### config.mk
export PLATFORM = sky130hd
export DESIGN_NAME = clear_complement_decrement_exec
export DESIGN_NICKNAME = d
export VERILOG_FILES = /design/src/exec_pkg.sv /design/src/clear_complement_decrement_exec.sv
export SDC_FILE = /design/constraint.sdc
export NUM_CORES = 1
export LEC_CHECK = 0
export BUFFER_PORTS_ARGS = -buffer_cell sky130_fd_sc_hd__buf_2
export CORE_ASPECT_RATIO = 1.25
export CORE_MARGIN = 1.5
export CORE_UTILIZATION = 45
export CTS_BUF_LIST = sky130_fd_sc_hd__clkbuf_16
export CTS_CLUSTER_DIAMETER = 150
export DETAILED_ROUTE_END_ITERATION = 7
export HOLD_SLACK_MARGIN = 0.12
export MAX_ROUTING_LAYER = met4
export PLACE_DENSITY = 0.78
export SKIP_CTS_REPAIR_TIMING = 1
export SYNTH_ARGS = -nofsm -noshare
export SYNTH_HDL_FRONTEND = slang
export SYNTH_SLANG_ARGS = --single-unit
### constraint.sdc
create_clock -name i_core_clk -period 2.1 [get_ports i_core_clk]
set_input_delay 0.105 -clock i_core_clk [delete_from_list [all_inputs] [get_ports i_core_clk]]
set_output_delay 0.105 -clock i_core_clk [all_outputs]
set_load 0.1 [all_outputs]
### src/exec_pkg.sv
package exec_pkg;

	// ----------------------------------------
	// instruction word layout
	// ----------------------------------------
	localparam int INSTR_W = 14;
	localparam int DATA_W = 8;
	localparam int FADDR_W = 7;
	localparam int DEST_BIT = 7;
	localparam int OPC_MSB = 13;
	localparam int OPC_LSB = 8;

	// ----------------------------------------
	// opcode patterns
	// ----------------------------------------
	localparam logic [13:0] CLEAR_ACC_WORD = 14'h0103;
	localparam logic [13:0] WATCHDOG_CLEAR_WORD = 14'h0064;
	localparam logic [5:0] COMPLEMENT_OPC = 6'h09;
	localparam logic [5:0] DECREMENT_OPC = 6'h03;

	// ----------------------------------------
	// accumulator reset value and byte constants
	// ----------------------------------------
	localparam logic [7:0] ACC_RESET = 8'h00;
	localparam logic [7:0] ZERO_BYTE = 8'h00;
	localparam logic [7:0] ONE_BYTE = 8'h01;

	typedef enum logic [1:0] {
		DEST_NONE = 2'b00,
		DEST_ACC = 2'b01,
		DEST_FILE = 2'b10
	} dest_e;

	// file write request towards the register file
	typedef struct packed {
		logic valid;
		logic [6:0] addr;
		logic [7:0] data;
	} file_wr_s;

	// status flag updates
	typedef struct packed {
		logic zero_we;
		logic zero_val;
		logic timeout_status_bit_set;
		logic power_down_status_bit_set;
	} status_upd_s;

	// whole registered state
	typedef struct packed {
		logic [7:0] acc;
		file_wr_s file_wr;
		status_upd_s status;
		logic watchdog_clear;
		logic illegal;
	} exec_state_s;

endpackage : exec_pkg

### src/clear_complement_decrement_exec.sv
`timescale 1ns/10ps

// Overview of operation
// - clear accumulator: zero it, set zero flag
// - complement file, destination bit picks target
// - watchdog clear resets counter and prescaler
// - watchdog clear sets timeout and power-down bits
// - decrement file, destination bit picks target
// - seven-bit file address plus destination bit
module clear_complement_decrement_exec #(
	// widths
	parameter int INSTR_W = 14,
	parameter int DATA_W = 8,
	parameter int FADDR_W = 7
) (
	// clock and reset
	input wire logic i_core_clk,
	input wire logic i_nrst,
	// instruction
	input wire logic i_instr_valid,
	input wire logic [INSTR_W-1:0] i_instr,
	// operand read from the addressed file register
	input wire logic [DATA_W-1:0] i_file_rdata,
	// file operand address
	output logic [FADDR_W-1:0] o_file_raddr,
	// working accumulator
	output logic [DATA_W-1:0] o_acc,
	// file write-back
	output exec_pkg::file_wr_s o_file_wr,
	// status updates
	output exec_pkg::status_upd_s o_status,
	// watchdog counter and prescaler clear pulse
	output logic o_watchdog_clear,
	// word not handled by this block
	output logic o_unhandled
);

	// ----------------------------------------
	// elaboration checks
	// ----------------------------------------
	if (INSTR_W != exec_pkg::INSTR_W) begin : g_instr_w_bad
		$error("instruction width must match the fixed word layout");
	end
	if (DATA_W != exec_pkg::DATA_W) begin : g_data_w_bad
		$error("data width must match the result structs");
	end
	if (FADDR_W != exec_pkg::FADDR_W) begin : g_faddr_w_bad
		$error("file address width must match the write struct");
	end
	if (exec_pkg::DEST_BIT != FADDR_W) begin : g_dest_bit_bad
		$error("destination bit must sit just above the file address");
	end
	if (exec_pkg::OPC_LSB != exec_pkg::DEST_BIT + 1) begin : g_opc_lsb_bad
		$error("opcode field must sit just above the destination bit");
	end
	if (exec_pkg::OPC_MSB != INSTR_W - 1) begin : g_opc_msb_bad
		$error("opcode field must end at the top of the word");
	end
	if (exec_pkg::OPC_MSB - exec_pkg::OPC_LSB != 5) begin : g_opc_w_bad
		$error("opcode field must be six bits wide");
	end

	// ----------------------------------------
	// decode
	// ----------------------------------------
	typedef enum logic [2:0] {
		OP_NONE = 3'b000,
		OP_CLEAR_ACC = 3'b001,
		OP_WATCHDOG_CLEAR = 3'b010,
		OP_COMPLEMENT = 3'b011,
		OP_DECREMENT = 3'b100,
		OP_OTHER = 3'b101
	} op_kind_e;

	logic clear_accumulator_op;
	logic complement_file_op;
	logic watchdog_clear_op;
	logic decrement_file_op;
	logic dest_sel;
	logic [5:0] opc_field;
	logic [FADDR_W-1:0] file_addr;
	logic [DATA_W-1:0] result;
	logic result_zero;
	op_kind_e op_kind;
	exec_pkg::dest_e dest;
	exec_pkg::exec_state_s state_r;
	exec_pkg::exec_state_s state_nxt;

	assign opc_field = i_instr[exec_pkg::OPC_MSB:exec_pkg::OPC_LSB];
	assign clear_accumulator_op = i_instr_valid
		&& (i_instr == exec_pkg::CLEAR_ACC_WORD);
	assign watchdog_clear_op = i_instr_valid
		&& (i_instr == exec_pkg::WATCHDOG_CLEAR_WORD);
	assign complement_file_op = i_instr_valid
		&& (opc_field == exec_pkg::COMPLEMENT_OPC);
	assign decrement_file_op = i_instr_valid
		&& (opc_field == exec_pkg::DECREMENT_OPC);
	assign dest_sel = i_instr[exec_pkg::DEST_BIT];
	assign file_addr = i_instr[FADDR_W-1:0];
	assign o_file_raddr = file_addr;

	// ----------------------------------------
	// instruction class, fixed priority
	// ----------------------------------------
	always_comb begin
		op_kind = OP_NONE;
		if (clear_accumulator_op) begin
			op_kind = OP_CLEAR_ACC;
		end else if (watchdog_clear_op) begin
			op_kind = OP_WATCHDOG_CLEAR;
		end else if (complement_file_op) begin
			op_kind = OP_COMPLEMENT;
		end else if (decrement_file_op) begin
			op_kind = OP_DECREMENT;
		end else if (i_instr_valid) begin
			op_kind = OP_OTHER;
		end
	end

	// ----------------------------------------
	// byte operation
	// ----------------------------------------
	always_comb begin
		result = exec_pkg::ZERO_BYTE;
		case (op_kind)
			OP_COMPLEMENT: begin
				result = ~i_file_rdata;
			end
			OP_DECREMENT: begin
				result = i_file_rdata - exec_pkg::ONE_BYTE;
			end
			default: begin
				result = exec_pkg::ZERO_BYTE;
			end
		endcase
	end

	// ----------------------------------------
	// zero test of the byte result
	// ----------------------------------------
	assign result_zero = (result == exec_pkg::ZERO_BYTE);

	// ----------------------------------------
	// destination of the byte result
	// ----------------------------------------
	always_comb begin
		dest = exec_pkg::DEST_NONE;
		case (op_kind)
			OP_COMPLEMENT, OP_DECREMENT: begin
				if (dest_sel) begin
					dest = exec_pkg::DEST_FILE;
				end else begin
					dest = exec_pkg::DEST_ACC;
				end
			end
			default: begin
				dest = exec_pkg::DEST_NONE;
			end
		endcase
	end

	// ----------------------------------------
	// next state
	// ----------------------------------------
	always_comb begin
		state_nxt = state_r;
		state_nxt.file_wr = '0;
		state_nxt.status = '0;
		state_nxt.watchdog_clear = 1'b0;
		state_nxt.illegal = 1'b0;
		case (op_kind)
			OP_CLEAR_ACC: begin
				state_nxt.acc = exec_pkg::ZERO_BYTE;
				state_nxt.status.zero_we = 1'b1;
				state_nxt.status.zero_val = 1'b1;
			end
			OP_WATCHDOG_CLEAR: begin
				state_nxt.watchdog_clear = 1'b1;
				state_nxt.status.timeout_status_bit_set = 1'b1;
				state_nxt.status.power_down_status_bit_set = 1'b1;
			end
			OP_COMPLEMENT, OP_DECREMENT: begin
				state_nxt.status.zero_we = 1'b1;
				state_nxt.status.zero_val = result_zero;
			end
			OP_OTHER: begin
				state_nxt.illegal = 1'b1;
			end
			default: begin
				state_nxt.illegal = 1'b0;
			end
		endcase
		case (dest)
			exec_pkg::DEST_ACC: begin
				state_nxt.acc = result;
			end
			exec_pkg::DEST_FILE: begin
				state_nxt.file_wr.valid = 1'b1;
				state_nxt.file_wr.addr = file_addr;
				state_nxt.file_wr.data = result;
			end
			default: begin
				state_nxt.file_wr.valid = 1'b0;
			end
		endcase
	end

	// ----------------------------------------
	// state register
	// ----------------------------------------
	always_ff @(posedge i_core_clk or negedge i_nrst) begin
		if (!i_nrst) begin
			state_r <= '0;
		end else begin
			state_r <= state_nxt;
		end
	end

	// ----------------------------------------
	// outputs
	// ----------------------------------------
	assign o_acc = state_r.acc;
	assign o_file_wr = state_r.file_wr;
	assign o_status = state_r.status;
	assign o_watchdog_clear = state_r.watchdog_clear;
	assign o_unhandled = state_r.illegal;

endmodule : clear_complement_decrement_exec

; ---- Word-level counts from Yosys, hierarchy flattened
; Cells that the tools add are included.
[classes]
n_bitwise = 1
n_addsub = 1
muxes = 15
n_reduce_logical = 7
eq_ne = 11
[ops]
columns = op, n
row1 = 3-bit 2-to-1 mux, 6
row2 = 8-bit 2-to-1 mux, 2
row3 = 8-bit one-hot mux with 2 select lines, 1
row4 = 15-bit 2-to-1 mux, 1
row5 = 14-bit by 7-bit == test with 1-bit output (second input constant), 1
row6 = 14-bit by 9-bit == test with 1-bit output (second input constant), 1
row7 = 8-bit zero test, 1
row8 = 8-bit NOT, 1
row9 = 8-bit by 1-bit subtractor with 8-bit output (second input constant), 1
row10 = 3-bit by 2-bit == test with 1-bit output (second input constant), 2
row11 = 3-bit == test (second input constant), 2
row12 = 6-bit by 2-bit == test with 1-bit output (second input constant), 1
row13 = 6-bit by 4-bit == test with 1-bit output (second input constant), 1
row14 = 1-bit logical AND, 4
row15 = 2-bit 2-to-1 mux, 2
row16 = 2-bit one-hot mux with 2 select lines, 1
row17 = 3-bit by 1-bit == test with 1-bit output (second input constant), 1
row18 = 2-bit by 1-bit == test with 1-bit output (second input constant), 1
row19 = 2-bit == test (second input constant), 1
row20 = 1-bit 2-to-1 mux, 2
row21 = 2-bit nonzero test, 1
row22 = 2-bit OR reduction, 1
[totals]
word_cells = 45
ff_bits = 30
in_bits = 25
output_inout_bits = 37

; ---- Logic depth before layout (Yosys ltp)
[depth]
ltp_word = 11
depth_mapped = 6
depth_no_buf = 6

; ---- Worst setup path after synthesis
; No wires, ideal clock.
[synth_timing]
kind = register -> output
start = reg state_r, in the netlist o_status[0]
end = out o_status[0] (netlist name)
path_buffers = 1
arrival_time_ns = 1.341
stages_incl_launch_ff = 2
required_time_ns = 1.995
setup_slack_ns = 0.654
cell_sequence = dfrtp_1 -> buf_4
[synth_rtl]
columns = item, line_no
row1 = from (decl), clear_complement_decrement_exec.sv:86  ; exec_pkg::exec_state_s state_r;
row2 = from (signal assigned), clear_complement_decrement_exec.sv:215  ; state_r <= state_nxt;
row3 = to (decl), clear_complement_decrement_exec.sv:31  ; output exec_pkg::status_upd_s o_status,
; No word-level cell between the ends.

; ---- Worst setup path in the final report
[layout_timing]
start = in i_instr[3]
end = reg state_r, in the netlist o_acc[6]
[layout_between]
elab_chain_cells = 9
word_cells_on_any_way = 15
classes_between = eq/ne (6) / mux (5) / reduce/logical (4)
[layout_lines]
columns = item, line_no
row1 = from (decl), clear_complement_decrement_exec.sv:21  ; input wire logic [INSTR_W-1:0] i_instr,
row2 = 14-bit by 7-bit == test with 1-bit output, clear_complement_decrement_exec.sv:93  ; && (i_instr == exec_pkg::WATCHDOG_CLEAR_WORD);
row3 = 1-bit logical AND, clear_complement_decrement_exec.sv:93
row4 = 3-bit 2-to-1 mux, clear_complement_decrement_exec.sv:109  ; end else if (watchdog_clear_op) begin
row5 = 3-bit 2-to-1 mux (*), clear_complement_decrement_exec.sv:107  ; if (clear_accumulator_op) begin
row6 = 3-bit by 2-bit == test with 1-bit output / 3-bit == test (equally long branches), "clear_complement_decrement_exec.sv:125, clear_complement_decrement_exec.sv:148"
row7 = 2-bit OR reduction, clear_complement_decrement_exec.sv:148  ; case (op_kind)
row8 = 2-bit 2-to-1 mux, clear_complement_decrement_exec.sv:148
row9 = 2-bit by 1-bit == test with 1-bit output, clear_complement_decrement_exec.sv:193  ; case (dest)
row10 = 8-bit 2-to-1 mux / 2-bit nonzero test (equally long branches), -
; Every way passes the cells marked *; elsewhere a longest branch is shown, timed or not.
; A chain may end at the register's enable or synchronous reset.

==> key figures <==
Power
  • Peak VDD IR: 0.000705 V
  • Pleak: between 0.9 and 1 nW
  • Power Total: roughly 1.5 mW
  • Power Density: 854 nW/µm²

Setup path
  • Critical path cell sequence: dlygate4sd3_1, buf_2, nor4_1, nand3_1, o41a_1, a32o_1
  • Largest stage delay, worst path: 0.53 ns
  • CP startpoint kind: primary input
  • Worst R2R End: o_acc[6]$_DFFE_PN0P_
  • Crit path max-delay cell type: dlygate4sd3_1
  • CP required: 2.25 ns
  • Worst r2r src: o_acc[6]$_DFFE_PN0P_
  • Setup crit end kind: flop
  • CP Max Fanout: 8
  • Worst reg-to-reg setup slack: 1.39 ns
  • Critical path data arrival time: around 1.9 ns
  • CP Class: in2reg
  • Worst r2r path cells: 1

Yosys
  • YS warnings: 0
  • Ys flop type: dfrtp_1
  • Syn nets: about 150
  • Post-synth EDFFs: 0
  • Syn Inst Count: about 130
  • Number of distinct library cells after synthesis: 43
  • Async SR Flop Fraction: 100%
  • Post-Syn Area: 1380 µm²
  • Yosys reg bits: 28
  • Syn Area/Cell: about 11 µm²
  • Seq/Total Area, Yosys: 50.7%

Global routing
  • Gr usage total: 20.7%
  • Global route overflow: 0
  • Maximum number of pins on one net before global-route repair: 29
  • Number of global-route vias before repair: 1101
  • Global-route wire length before repair: around 5 mm
  • Initial antenna violation count: 0

Layout
  • Ant diodes: 0
  • Final core occ: 62.0%
  • Layout cells sized above 1: between 30% and 40%
  • Layout filler cell count: 253
  • Final nets: about 210
  • P&R area growth vs syn: 31.1%
  • Fin cells: about 220

Floorplan
  • Die height: 64.9 µm
  • Die X: about 53 µm
  • Row cnt: 22
  • I/O Pins: a little over 60
  • Die area: 3410 µm²
  • Core Area: 2920 µm²
  • Initial Utilization: 47.3%

Placement
  • DPL Wire Length: 2.52 mm
  • Final GP Congestion: 0.843
  • Dpl cells: 212
  • Number of port buffers: 61

STA
  • Worst-margin pin slew: 0.667 ns
  • Relative slew slack: about 55%
  • Final setup vio count: 0
  • Fmax: between 0.5 and 0.6 GHz
  • Final Hold Fails: 0
  • Pins Over Slew Limit: 0
  • Period utilization: 85.0%
  • Unrepaired setup endpoints after global routing: false
  • Min Clock Period, post-route: around 1.8 ns
  • TNS Setup: 0 ns
  • Worst Clk Skew: 0 ns

Status
  • Status: completed

Detailed routing
  • Total via count in the routed design: 1217
  • Vias per Instance: 5.48
  • DRC marker count from the first detailed-route iteration: 31
  • Post-route DRC: 0
  • Pre-Repair DR Iteration Count: 4
  • DR WL/cell: 15.1 µm
  • Antenna-violating nets left: 0
  • Post-Route WL: 3.36 mm

CTS
  • Clock buffer depth: 2
  • Sink Count: 28
  • H-tree depth: 1
  • Clk_lat worst skew: 0.26 ns
  • CTS tree: done
  • Clock transition at path regs: 0.06 ns
  • Inserted Clock Buffers: 3
  • Clk root buf: clkbuf_16

Hold path
  • Worst Hold Class: in2reg
  • Hold Path Depth: 3
  • Hold Path Origin: i_instr_valid
  • Worst Hold End: o_unhandled$_DFF_PN0_

Job
  • Max-Cap Viols: 0
[layout by cell type (no fill, tap or decap), types with 2 or more instances in the layout]
| cell type | instances |
|---|---|
| nor2_1 | 13 |
| o2bb2ai_1 | 7 |
| a211oi_1 | 2 |
| nor3_1 | 4 |
| dlygate4sd3_1 | 6 |
| a21oi_1 | 2 |
| and2_1 | 7 |
| nand2b_1 | 2 |
| nor2b_1 | 4 |
| nor4_2 | 2 |
| xnor2_1 | 2 |
| nor4_1 | 3 |
| clkbuf_16 | 3 |
| inv_1 | 5 |
| nand3_1 | 5 |
| buf_2 | 61 |
| dfrtp_1 | 28 |
| a32o_1 | 2 |
| nand2_1 | 2 |
| o21ai_0 | 2 |
[critical path: cells and delay by family]
kind                   cells  cell delay [ns]
buffers and inverters      2             0.67
AOI/OAI and AO/OA          2             0.79
and+or+nand+nor            2             0.38
[metal layers]
metal | vias to the layer above | routed length (µm) | GRT usage, %
met4 | 0 | 74 | 9.62
met1 | 574 | 1350 | 25.7
met5 | - | 0 | -
met3 | 7 | 223 | 3.00
met2 | 58 | 1710 | 33.0
li1 | 578 | - | -
[sequential cells by signal, indices dropped and copies added, names as in the netlist]
register,cells
o_acc,8
o_unhandled,1
o_status,3
o_file_wr,16
[how the worst max path moves through the flow]
stage / slack, ns / endpoint / startpoint / depth (start not counted)
global placement: 0.58 / o_acc[6]$_DFFE_PN0P_ / i_instr[13] / 5
finish: 0.31 / o_acc[6]$_DFFE_PN0P_ / i_instr[3] / 6
CTS: 0.78 / o_acc[6]$_DFFE_PN0P_ / i_instr[13] / 5
global route: 0.16 / o_unhandled$_DFF_PN0_ / i_instr[3] / 6
detailed placement: 0.51 / o_acc[6]$_DFFE_PN0P_ / i_instr[13] / 5
floorplan: 0.65 / o_status[0] / o_status[0]$_DFF_PN0_ / 1
[cell usage after synthesis, types with 2 or more instances]
library cell / n / share of area [%]
nor4_2: 2 / 1.8
nor2b_1: 4 / 1.8
o21ai_0: 2 / 0.72
buf_4: 9 / 4.9
nor3_1: 4 / 1.4
clkbuf_1: 2 / 0.54
o2bb2ai_1: 7 / 4.4
dfrtp_1: 28 / 51
nand2_1: 2 / 0.54
inv_1: 5 / 1.4
nand3_1: 5 / 1.8
xnor2_1: 2 / 1.3
a21oi_1: 2 / 0.72
and2_1: 7 / 3.2
a32o_1: 2 / 1.4
nand2b_1: 2 / 0.91
nor4_1: 3 / 1.4
nor2_1: 13 / 3.5
a211oi_1: 2 / 1.1
[report_power, final]
part	internal [mW]	total (mW)	leakage [nW]	switching, mW
Sequential	0.564	0.577	0.384	0.0133
Combinational	0.0851	0.414	0.494	0.329
Clock	0.379	0.556	0.0511	0.176
Total	1.03	1.55	0.929	0.518
[cell families after synthesis]
logic type | after synthesis | share of synthesized area (%)
adder cells (fa/ha/maj) | 1 | 0.906
XOR/XNOR | 2 | 1.27
buffers and inverters | 17 | 7.61
flip-flops | 28 | 50.7
AO/OA/AOI/OAI | 29 | 16.9
AND/OR/NAND/NOR | 50 | 22.6
[per-stage QoR]
| stage | setup WS [ns] | cell area (µm²) | hold slack, ns |
|---|---|---|---|
| after floorplan | 0.654 | 1380 | -0.191 |
| after global placement | 0.578 | 1650 | 0.129 |
| after detailed placement | 0.507 | 1650 | 0.146 |
| after CTS | 0.778 | 1750 | -0.136 |
| after global routing | 0.164 | 1810 | 0.126 |
| final | 0.314 | 1810 | 0.104 |
[cell type report]
| type | instances | area [µm²] | area share [%] |
|---|---|---|---|
| inverters | 5 | 18.8 | 1.04 |
| multi-input cells | 82 | 576 | 31.8 |
| well taps | 36 | 45.0 | 2.49 |
| clock inverters | 1 | 30.0 | 1.66 |
| clock buffers | 3 | 75.1 | 4.15 |
| repair buffers | 67 | 365 | 20.2 |
| flip-flops and latches | 28 | 701 | 38.7 |
(Power assumes the default switching activity.)
